[config.mk]
export PLATFORM = sky130hd
export DESIGN_NAME = acls_regs
export DESIGN_NICKNAME = d
export VERILOG_FILES = /design/src/include/acls_pkg.sv /design/src/include/acls_trig_if.sv /design/src/hw/acls_regs.sv /design/src/hw/acls_change_det.sv
export SDC_FILE = /design/constraint.sdc
export NUM_CORES = 1
export LEC_CHECK = 0
export BUFFER_PORTS_ARGS = -buffer_cell sky130_fd_sc_hd__buf_2
export CORE_MARGIN = 5
export CORE_UTILIZATION = 35
export DETAILED_ROUTE_END_ITERATION = 8
export GPL_TIMING_DRIVEN = 1
export PLACE_DENSITY = 0.59
export REMOVE_ABC_BUFFERS = 1
export SYNTH_ARGS = -nofsm -noshare
export SYNTH_HDL_FRONTEND = slang
export SYNTH_SLANG_ARGS = --single-unit
[constraint.sdc]
create_clock -name sys_clk -period 7.7 [get_ports sys_clk]
set_clock_uncertainty 0.15 [all_clocks]
set_input_delay 0.385 -clock sys_clk [delete_from_list [all_inputs] [get_ports sys_clk]]
set_output_delay 0.385 -clock sys_clk [all_outputs]
set_load 0.01 [all_outputs]
[src/include/acls_pkg.sv]
// Constants shared by the audio configuration and link status register slice
package acls_pkg;

    // ************************************************************
    // Register map
    // ************************************************************
    localparam logic [7:0] SOUND_PATH_CONTROL_ADDR = 8'h55;
    localparam logic [7:0] SERIAL_LINK_STATE_ADDR  = 8'h5A;
    localparam logic [7:0] SOUND_PATH_CONTROL_RST  = 8'h0C;
    localparam logic [7:0] SERIAL_LINK_STATE_RST   = 8'h00;
    // Writable bits of the control register; 5:4 are reserved and read zero
    localparam logic [7:0] SOUND_PATH_CONTROL_MASK = 8'hCF;

    // ************************************************************
    // Field positions
    // ************************************************************
    localparam int CTL_TDM_TO_PARALLEL_BIT     = 7;
    localparam int CTL_HDMI_I2S_OUT_BIT        = 6;
    localparam int CTL_FIFO_CLEAR_ON_TYPE_BIT  = 3;
    localparam int CTL_FIFO_CLEAR_ON_SOUND_BIT = 2;
    localparam int CTL_FIFO_CLEAR_ON_VIDEO_BIT = 1;
    localparam int CTL_FIFO_CLEAR_ON_REGEN_BIT = 0;

    localparam logic [1:0] PORT_MODE_NONE        = 2'h0;
    localparam logic [1:0] PORT_MODE_SINGLE_PORT0 = 2'h1;

    // ************************************************************
    // Timing
    // ************************************************************
    localparam int CLK_PERIOD_NS  = 40;
    localparam int SETTLE_T0_US   = 40;
    localparam int SETTLE_T1_US   = 80;
    localparam int SETTLE_T2_US   = 320;
    localparam int SETTLE_T3_NS   = 1280000;
    localparam int SETTLE_T0_CYC  = SETTLE_T0_US * 1000 / CLK_PERIOD_NS;
    localparam int SETTLE_T1_CYC  = SETTLE_T1_US * 1000 / CLK_PERIOD_NS;
    localparam int SETTLE_T2_CYC  = SETTLE_T2_US * 1000 / CLK_PERIOD_NS;
    localparam int SETTLE_T3_CYC  = SETTLE_T3_NS / CLK_PERIOD_NS;
    localparam int SETTLE_CNT_W   = 15;

    // ************************************************************
    // Widths of watched packet fields and of the frequency measurement and its settings
    // ************************************************************
    localparam int AUDIO_TYPE_W   = 4;
    localparam int CHECKSUM_W     = 8;
    localparam int REGEN_NCTS_W   = 40;
    localparam int FREQ_W         = 8;
    localparam int LOW_LIMIT_W    = 6;
    localparam int TOLERANCE_W    = 3;

endpackage

[src/include/acls_trig_if.sv]
// Enable and hit pair between the control bank and one change watcher
`timescale 1ns/10ps
interface acls_trig_if;
    logic en;
    logic hit;
    modport ctl (output en, input hit);
    modport det (input en, output hit);
endinterface

[src/hw/acls_regs.sv]
// Audio path configuration and serial link status register slice
`timescale 1ns/10ps
module acls_regs #(
    parameter int SETTLE_T2_CYCLES = acls_pkg::SETTLE_T2_CYC,
    parameter int SETTLE_T3_CYCLES = acls_pkg::SETTLE_T3_CYC
) (
    input  wire logic                             sys_clk,
    input  wire logic                             rst_n,
    // Register port
    input  wire logic [7:0]                       reg_addr,
    input  wire logic                             reg_wr,
    input  wire logic [7:0]                       reg_wdata,
    input  wire logic                             reg_rd,
    output logic      [7:0]                       reg_rdata,
    output logic                                  reg_rvalid,
    // Bridge configuration from outside this slice
    input  wire logic                             audio_src_local,
    // Packet fields from the HDMI receiver
    input  wire logic                             audio_type_valid,
    input  wire logic [acls_pkg::AUDIO_TYPE_W-1:0] audio_type,
    input  wire logic                             sound_frame_valid,
    input  wire logic [acls_pkg::CHECKSUM_W-1:0]   sound_frame_csum,
    input  wire logic                             video_frame_valid,
    input  wire logic [acls_pkg::CHECKSUM_W-1:0]   video_frame_csum,
    input  wire logic                             regen_packet_valid,
    input  wire logic [acls_pkg::REGEN_NCTS_W-1:0] regen_n_cts,
    // Link and receiver conditions
    input  wire logic                             link_detected,
    input  wire logic                             link_caps_known,
    input  wire logic                             tx_active,
    input  wire logic                             remote_locked,
    input  wire logic                             input_valid,
    input  wire logic                             port_mode_ok,
    input  wire logic                             port0_single,
    input  wire logic                             tmds_recovering,
    input  wire logic                             hdmi_pll_locked,
    // Frequency measurement and its settings
    input  wire logic                             freq_meas_valid,
    input  wire logic [acls_pkg::FREQ_W-1:0]       freq_mhz,
    input  wire logic [acls_pkg::LOW_LIMIT_W-1:0]  low_rate_limit,
    input  wire logic [acls_pkg::TOLERANCE_W-1:0]  rate_tolerance,
    input  wire logic [1:0]                       settle_time_select,
    // Audio path controls and link status register
    output logic                                  tdm_conv_enable,
    output logic                                  audio_clk_from_conv,
    output logic                                  i2s_out_enable,
    output logic                                  audio_from_local_pins,
    output logic                                  fifo_clear,
    output logic [7:0]                            serial_link_state
);

    // ************************************************************
    // Control register
    // ************************************************************
    logic [7:0] sound_path_control;
    wire        wr_ctl  = reg_wr && (reg_addr == acls_pkg::SOUND_PATH_CONTROL_ADDR);
    wire        rd_ctl  = reg_addr == acls_pkg::SOUND_PATH_CONTROL_ADDR;
    wire        rd_sts  = reg_addr == acls_pkg::SERIAL_LINK_STATE_ADDR;
    wire [7:0]  next_ctl = reg_wdata & acls_pkg::SOUND_PATH_CONTROL_MASK;

    // Only the control address is writable; status writes fall through
    always_ff @(posedge sys_clk)
    begin
        if (!rst_n)
            sound_path_control <= acls_pkg::SOUND_PATH_CONTROL_RST;
        else if (wr_ctl)
            sound_path_control <= next_ctl;
    end

    // ************************************************************
    // Read port
    // ************************************************************
    // Unmapped addresses answer zero, so software sees no stale data
    wire [7:0] next_rdata = rd_ctl ? sound_path_control :
                            rd_sts ? serial_link_state : 8'h00;

    always_ff @(posedge sys_clk)
    begin
        if (!rst_n)
        begin
            reg_rdata  <= 8'h00;
            reg_rvalid <= 1'b0;
        end
        else
        begin
            reg_rvalid <= reg_rd;
            if (reg_rd)
                reg_rdata <= next_rdata;
        end
    end

    // ************************************************************
    // Audio path decode
    // ************************************************************
    wire tdm_on  = sound_path_control[acls_pkg::CTL_TDM_TO_PARALLEL_BIT];
    // Pin drive only makes sense when HDMI is the audio source
    wire i2s_on  = sound_path_control[acls_pkg::CTL_HDMI_I2S_OUT_BIT] && !audio_src_local;

    always_ff @(posedge sys_clk)
    begin
        if (!rst_n)
        begin
            tdm_conv_enable       <= 1'b0;
            audio_clk_from_conv   <= 1'b0;
            i2s_out_enable        <= 1'b0;
            audio_from_local_pins <= 1'b0;
        end
        else
        begin
            tdm_conv_enable       <= tdm_on;
            audio_clk_from_conv   <= tdm_on;
            i2s_out_enable        <= i2s_on;
            audio_from_local_pins <= audio_src_local;
        end
    end

    // ************************************************************
    // Audio FIFO clear triggers
    // ************************************************************
    acls_trig_if trig_type ();
    acls_trig_if trig_sound ();
    acls_trig_if trig_video ();
    acls_trig_if trig_regen ();

    assign trig_type.en  = sound_path_control[acls_pkg::CTL_FIFO_CLEAR_ON_TYPE_BIT];
    assign trig_sound.en = sound_path_control[acls_pkg::CTL_FIFO_CLEAR_ON_SOUND_BIT];
    assign trig_video.en = sound_path_control[acls_pkg::CTL_FIFO_CLEAR_ON_VIDEO_BIT];
    assign trig_regen.en = sound_path_control[acls_pkg::CTL_FIFO_CLEAR_ON_REGEN_BIT];

    acls_change_det #(.W(acls_pkg::AUDIO_TYPE_W)) u_det_type (
        .sys_clk      (sys_clk),
        .rst_n        (rst_n),
        .sample_valid (audio_type_valid),
        .sample       (audio_type),
        .trig         (trig_type.det)
    );

    acls_change_det #(.W(acls_pkg::CHECKSUM_W)) u_det_sound (
        .sys_clk      (sys_clk),
        .rst_n        (rst_n),
        .sample_valid (sound_frame_valid),
        .sample       (sound_frame_csum),
        .trig         (trig_sound.det)
    );

    acls_change_det #(.W(acls_pkg::CHECKSUM_W)) u_det_video (
        .sys_clk      (sys_clk),
        .rst_n        (rst_n),
        .sample_valid (video_frame_valid),
        .sample       (video_frame_csum),
        .trig         (trig_video.det)
    );

    acls_change_det #(.W(acls_pkg::REGEN_NCTS_W)) u_det_regen (
        .sys_clk      (sys_clk),
        .rst_n        (rst_n),
        .sample_valid (regen_packet_valid),
        .sample       (regen_n_cts),
        .trig         (trig_regen.det)
    );

    // Hits from several watchers in one cycle merge into a single clear
    wire any_hit = trig_type.hit || trig_sound.hit || trig_video.hit || trig_regen.hit;

    always_ff @(posedge sys_clk)
    begin
        if (!rst_n)
            fifo_clear <= 1'b0;
        else
            fifo_clear <= any_hit;
    end

    // ************************************************************
    // Frequency detector
    // ************************************************************
    logic [acls_pkg::FREQ_W-1:0]       ref_freq;
    logic [acls_pkg::SETTLE_CNT_W-1:0] settle_cnt;

    wire [acls_pkg::FREQ_W-1:0] freq_diff = (freq_mhz > ref_freq) ? (freq_mhz - ref_freq)
                                                                   : (ref_freq - freq_mhz);
    // Small wobble below the tolerance keeps the old reference
    wire freq_moved = freq_meas_valid &&
                      (freq_diff > {{(acls_pkg::FREQ_W-acls_pkg::TOLERANCE_W){1'b0}}, rate_tolerance});
    // Limit compares in MHz, so it can change at any time without a restart
    wire no_clk     = freq_mhz <= {{(acls_pkg::FREQ_W-acls_pkg::LOW_LIMIT_W){1'b0}}, low_rate_limit};

    wire [acls_pkg::SETTLE_CNT_W-1:0] settle_limit =
        (settle_time_select == 2'h0) ? acls_pkg::SETTLE_CNT_W'(acls_pkg::SETTLE_T0_CYC) :
        (settle_time_select == 2'h1) ? acls_pkg::SETTLE_CNT_W'(acls_pkg::SETTLE_T1_CYC) :
        (settle_time_select == 2'h2) ? acls_pkg::SETTLE_CNT_W'(SETTLE_T2_CYCLES) :
                                       acls_pkg::SETTLE_CNT_W'(SETTLE_T3_CYCLES);
    wire rate_settled = (settle_cnt >= settle_limit) && !no_clk;

    // Counter restarts on any move or when the clock is missing
    always_ff @(posedge sys_clk)
    begin
        if (!rst_n)
        begin
            ref_freq   <= '0;
            settle_cnt <= '0;
        end
        else if (freq_moved || no_clk)
        begin
            ref_freq   <= freq_mhz;
            settle_cnt <= '0;
        end
        else if (settle_cnt < settle_limit)
            settle_cnt <= settle_cnt + 1'b1;
    end

    // ************************************************************
    // Status register
    // ************************************************************
    wire       dn_ready  = link_detected && link_caps_known;
    wire       tx_locked = tx_active && remote_locked && input_valid && port_mode_ok;
    wire [1:0] port_rep  = (tx_locked && port0_single) ? acls_pkg::PORT_MODE_SINGLE_PORT0
                                                       : acls_pkg::PORT_MODE_NONE;
    wire [7:0] next_sts  = {dn_ready, tx_locked, port_rep, tmds_recovering,
                            hdmi_pll_locked, no_clk, rate_settled};

    // Live copy of conditions; no write path reaches it
    always_ff @(posedge sys_clk)
    begin
        if (!rst_n)
            serial_link_state <= acls_pkg::SERIAL_LINK_STATE_RST;
        else
            serial_link_state <= next_sts;
    end

    // ************************************************************
    // Checks
    // ************************************************************
    AST_TDM_ENABLE: assert property (@(posedge sys_clk) disable iff (!rst_n)
        $rose(tdm_on) |=> tdm_conv_enable ##0 audio_clk_from_conv)
        else $error("converter not enabled after control bit set");

    AST_CONV_CLOCK: assert property (@(posedge sys_clk) disable iff (!rst_n)
        tdm_conv_enable |-> audio_clk_from_conv)
        else $error("converter on but audio clock not from converter");

    AST_I2S_ON: assert property (@(posedge sys_clk) disable iff (!rst_n)
        sound_path_control[acls_pkg::CTL_HDMI_I2S_OUT_BIT] && !audio_src_local |=> i2s_out_enable)
        else $error("I2S output not enabled");

    AST_I2S_GATED: assert property (@(posedge sys_clk) disable iff (!rst_n)
        audio_src_local |=> !i2s_out_enable)
        else $error("I2S output driven while local source selected");

    AST_FIFO_CLEAR: assert property (@(posedge sys_clk) disable iff (!rst_n)
        trig_type.hit || trig_sound.hit || trig_video.hit || trig_regen.hit |=> fifo_clear)
        else $error("FIFO clear missing after trigger");

    AST_NO_SPURIOUS: assert property (@(posedge sys_clk) disable iff (!rst_n)
        fifo_clear |-> $past(any_hit))
        else $error("FIFO clear without a trigger");

    AST_STS_READONLY: assert property (@(posedge sys_clk) disable iff (!rst_n)
        reg_wr && rd_sts |=> $stable(sound_path_control))
        else $error("status write disturbed control register");

    AST_LINK_READY: assert property (@(posedge sys_clk) disable iff (!rst_n)
        serial_link_state[7] |-> $past(link_detected) && $past(link_caps_known))
        else $error("link ready without connection and capabilities");

    AST_TX_QUAL: assert property (@(posedge sys_clk) disable iff (!rst_n)
        serial_link_state[6] |-> $past(input_valid) && $past(port_mode_ok) && $past(remote_locked))
        else $error("transmitter status without its qualifiers");

    AST_PORT_MODE: assert property (@(posedge sys_clk) disable iff (!rst_n)
        serial_link_state[6] && $past(port0_single) |-> serial_link_state[5:4] == 2'h1)
        else $error("port mode not single port 0");

    AST_SETTLE: assert property (@(posedge sys_clk) disable iff (!rst_n)
        $rose(serial_link_state[0]) |-> $past(settle_cnt) >= $past(settle_limit))
        else $error("rate settled before settle time");

    AST_LOW_RATE: assert property (@(posedge sys_clk) disable iff (!rst_n)
        1'b1 |=> serial_link_state[1] == $past(no_clk))
        else $error("missing clock flag wrong");

    COV_FIFO_CLEAR: cover property (@(posedge sys_clk) disable iff (!rst_n) fifo_clear);
    COV_SETTLED:    cover property (@(posedge sys_clk) disable iff (!rst_n) $rose(serial_link_state[0]));
    COV_TX_LOCKED:  cover property (@(posedge sys_clk) disable iff (!rst_n) serial_link_state[6]);
    COV_I2S_OUT:    cover property (@(posedge sys_clk) disable iff (!rst_n) i2s_out_enable);

endmodule

[src/hw/acls_change_det.sv]
// Watches one packet field and pulses once per change while armed
`timescale 1ns/10ps
module acls_change_det #(
    parameter int W = 8
) (
    input  wire logic         sys_clk,
    input  wire logic         rst_n,
    input  wire logic         sample_valid,
    input  wire logic [W-1:0] sample,
    acls_trig_if.det          trig
);

    logic [W-1:0] last;
    logic         seen;
    wire          differs = sample_valid && seen && (sample != last);

    // ************************************************************
    // Change capture
    // ************************************************************
    // Old value is replaced on every sample, so a persisting value fires once
    always_ff @(posedge sys_clk)
    begin
        if (!rst_n)
        begin
            last     <= '0;
            seen     <= 1'b0;
            trig.hit <= 1'b0;
        end
        else
        begin
            trig.hit <= differs && trig.en;
            if (sample_valid)
            begin
                last <= sample;
                seen <= 1'b1;
            end
        end
    end

    AST_ONE_PER_CHANGE: assert property (@(posedge sys_clk) disable iff (!rst_n)
        trig.hit |=> !trig.hit || ($past(sample) != $past(sample, 2)))
        else $error("change watcher fired twice for one change");

endmodule

==> results.sh <==
export IMPL_status="completed"
export IMPL_coreArea_mm2=0.0174
export IMPL_remaining_drc_errors=0
export IMPL_grt_pass1_wl_mm=23.8
export IMPL_postCtsSetupBuffers=0
export IMPL_cp_arrival_ns=4.68
export IMPL_cts_hold_buf=1
export IMPL_p_seq_frac=0.375
export IMPL_vias=5067
export IMPL_totalPowerFinal_uw=1720
export IMPL_hold_viol=0
export IMPL_power_density_mw_per_mm2=224
export IMPL_ir_worst_vdd_mv=0.161
export IMPL_io_buffers=131
export IMPL_syn_inst=695
export IMPL_fin_util=0.441
export IMPL_avgSynthCellArea_um2=8.99
export IMPL_synthArstFlopShare=0
export IMPL_fin_nets=968
export IMPL_clk_pin_slew_ns=0.06
export IMPL_clkPwrFrac=0.485
export IMPL_crit_fanout=6
export IMPL_ant_nets=0
export IMPL_io_pins=136
export IMPL_slew_headroom=0.285
export IMPL_seqCellArea_mm2=0.00232
export IMPL_ys_types=59
export IMPL_drt_first_pass_iters=4
export IMPL_r2r_start="ref_freq[0]"
export IMPL_htreeDepth=4
export IMPL_fillers=1720
export IMPL_ys_seq_area_frac=0.372
export IMPL_dpl_worst_slack_ns=2.94
export IMPL_ys_top_cells_by_area="dfxtp_1 (37%), mux2i_1 (11%), ha_1 (7.4%)"
export IMPL_synth_edf_count=0
export IMPL_yosysWarnings=0
export IMPL_synth_top_area_share=0.372
export IMPL_drv_cap=0
export IMPL_setup_slack_ns=3.21
export IMPL_grt_pass1_vias=4891
export IMPL_multi_input_area_mm2=0.00364
export IMPL_finalSetupViolations=0
export IMPL_clock_path_buffers=2
export IMPL_combPwrFrac=0.140
export IMPL_yosys_top_cells_count="dfxtp_1 (116), nor2_1 (113), mux2i_1 (71)"
export IMPL_grt_setup_unrepaired="no"
export IMPL_die_h_um=144
export IMPL_ctsRootBufferMaster="clkbuf_16"
export IMPL_fin_crit_sh=0.583
export IMPL_drt_total_wl_mm=14.8
export IMPL_numCtsBuffers=17
export IMPL_yosys_cell_count_top_type="dfxtp_1"
export IMPL_initial_core_util=0.359
export IMPL_chipWidth_um=144
export IMPL_wl_per_cell_um=14.0
export IMPL_grtUsageTotal=0.145
export IMPL_synthesis_area_mm2=0.00625
export IMPL_fin_cells=1053
export IMPL_drive_gt1_frac=0.215
export IMPL_power_internal_uw=1280
export IMPL_worstSetupPathType="register to register"
export IMPL_vias_per_cell=4.81
export IMPL_cp_end_kind="register"
export IMPL_synthFlopType="dfxtp_1"
export IMPL_gp_congestion=0.808
export IMPL_reg2reg_depth=17
export IMPL_grt_max_degree=51
export IMPL_dpl_cell_count=1020
export IMPL_finalSetupTns_ns=0
export IMPL_start_kind="register"
export IMPL_holdPathStages=2
export IMPL_place_detailed_hpwl_mm=11.1
export IMPL_rows=48
export IMPL_period_needed_ns=4.49
export IMPL_worst_pin_slew_ns=1.07
export IMPL_min_path_type="input port to register"
export IMPL_cts_sinks=116
export IMPL_timing_fmax_mhz=223
export IMPL_drtIter0Drc=194
export IMPL_slew_viol_final=0
export IMPL_synth_seq_cells=116
export IMPL_hp_start="tmds_recovering"
export IMPL_cts_tree="built"
export IMPL_yosysTopAreaCell="dfxtp_1"
export IMPL_area_growth_pct=23.0
export IMPL_antenna_found_initial=0
export IMPL_power_switching_uw=438
export IMPL_cellLeakagePower_uw=0.00349
export IMPL_swShare=0.254
export IMPL_crit_path_start="ref_freq[0]"
export IMPL_cts_resized=0
export IMPL_antenna_cells=0
export IMPL_overflow=0
export IMPL_clk_latency_ns=0.41
export IMPL_cp_required_ns=7.89
export IMPL_design_die_area_mm2=0.0206
## state kept, by name, indices dropped and copies added (netlist names), 4 cells and up
register,count
sound_path_control,6
u_det_sound.last,8
ref_freq,8
serial_link_state,7
u_det_regen.last,40
reg_rdata,7
u_det_type.last,4
u_det_video.last,8
settle_cnt,15
## critical path, stage by stage (launching register included)
cell	delay (ns)
dfxtp_1	0.36
ha_1	0.18
inv_1	0.05
fa_1	0.38
a21o_1	0.19
a21oi_2	0.16
nor2_1	0.09
o31ai_4	0.33
mux2_2	0.38
ha_1	0.28
nor2b_1	0.13
o21a_1	0.15
o21ai_0	0.29
nor4b_2	0.28
nand4_2	0.16
o311ai_4	0.17
and2_1	0.46
mux2i_1	0.22
## cells in the final DEF (no fill, tap or decap), drive strengths merged, types with 21 or more instances in the layout
master	Yosys	routed
a21oi	22	22
buf	14	134
dfxtp	116	116
ha	37	37
inv	34	38
mux2i	71	71
nand2	34	34
nand3	21	21
nor2	113	113
xnor2	39	39
xor2	37	37
## power groups by stage
stage	Sequential (µW)	Clock, µW	Combinational [µW]
after floorplan	657	0	153
after CTS	646	862	244
after global routing	650	890	270
after global placement	658	0	240
final	646	835	241
after detailed placement	659	0	242
## kinds of logic after synthesis
| group | count (synthesis) | synth area share |
|---|---|---|
| AO/OA/AOI/OAI | 73 | 0.0835 |
| XOR/XNOR | 76 | 0.107 |
| adder cells (fa/ha/maj) | 39 | 0.0805 |
| buffers and inverters | 69 | 0.0467 |
| flip-flops | 116 | 0.372 |
| multiplexers | 73 | 0.117 |
| other | 1 | 0.000600 |
| AND/OR/NAND/NOR | 248 | 0.193 |
## cell type report
cell class,instances,share of cell area
inverters,34,0.0166
clock inverters,15,0.0264
repair buffers,135,0.0895
clock buffers,17,0.0553
flip-flops and latches,116,0.302
well taps,225,0.0366
multi-input cells,511,0.473
## metrics by stage
stage          area [µm²]  hold WS, ns
2_1_floorplan        6090        0.266
6_report             7690       0.0345
3_3_place_gp         7050        0.281
3_5_place_dp         7050        0.290
4_1_cts              7690      0.00407
5_1_grt              7690       0.0118
## layer usage
metal / wire length, µm / track usage
met5: 0 / 0
met4: 166 / 0.0426
met3: 924 / 0.0386
met2: 6600 / 0.228
met1: 7070 / 0.196
## final timing paths
check | end | slack (ns)
setup reg to reg | ref_freq[2] | 3.21
setup / recovery | ref_freq[2] | 3.21
hold / removal | serial_link_state[3] | 0.03
hold reg to reg | fifo_clear | 0.30
No activity file was read; power rests on OpenSTA's default activity.
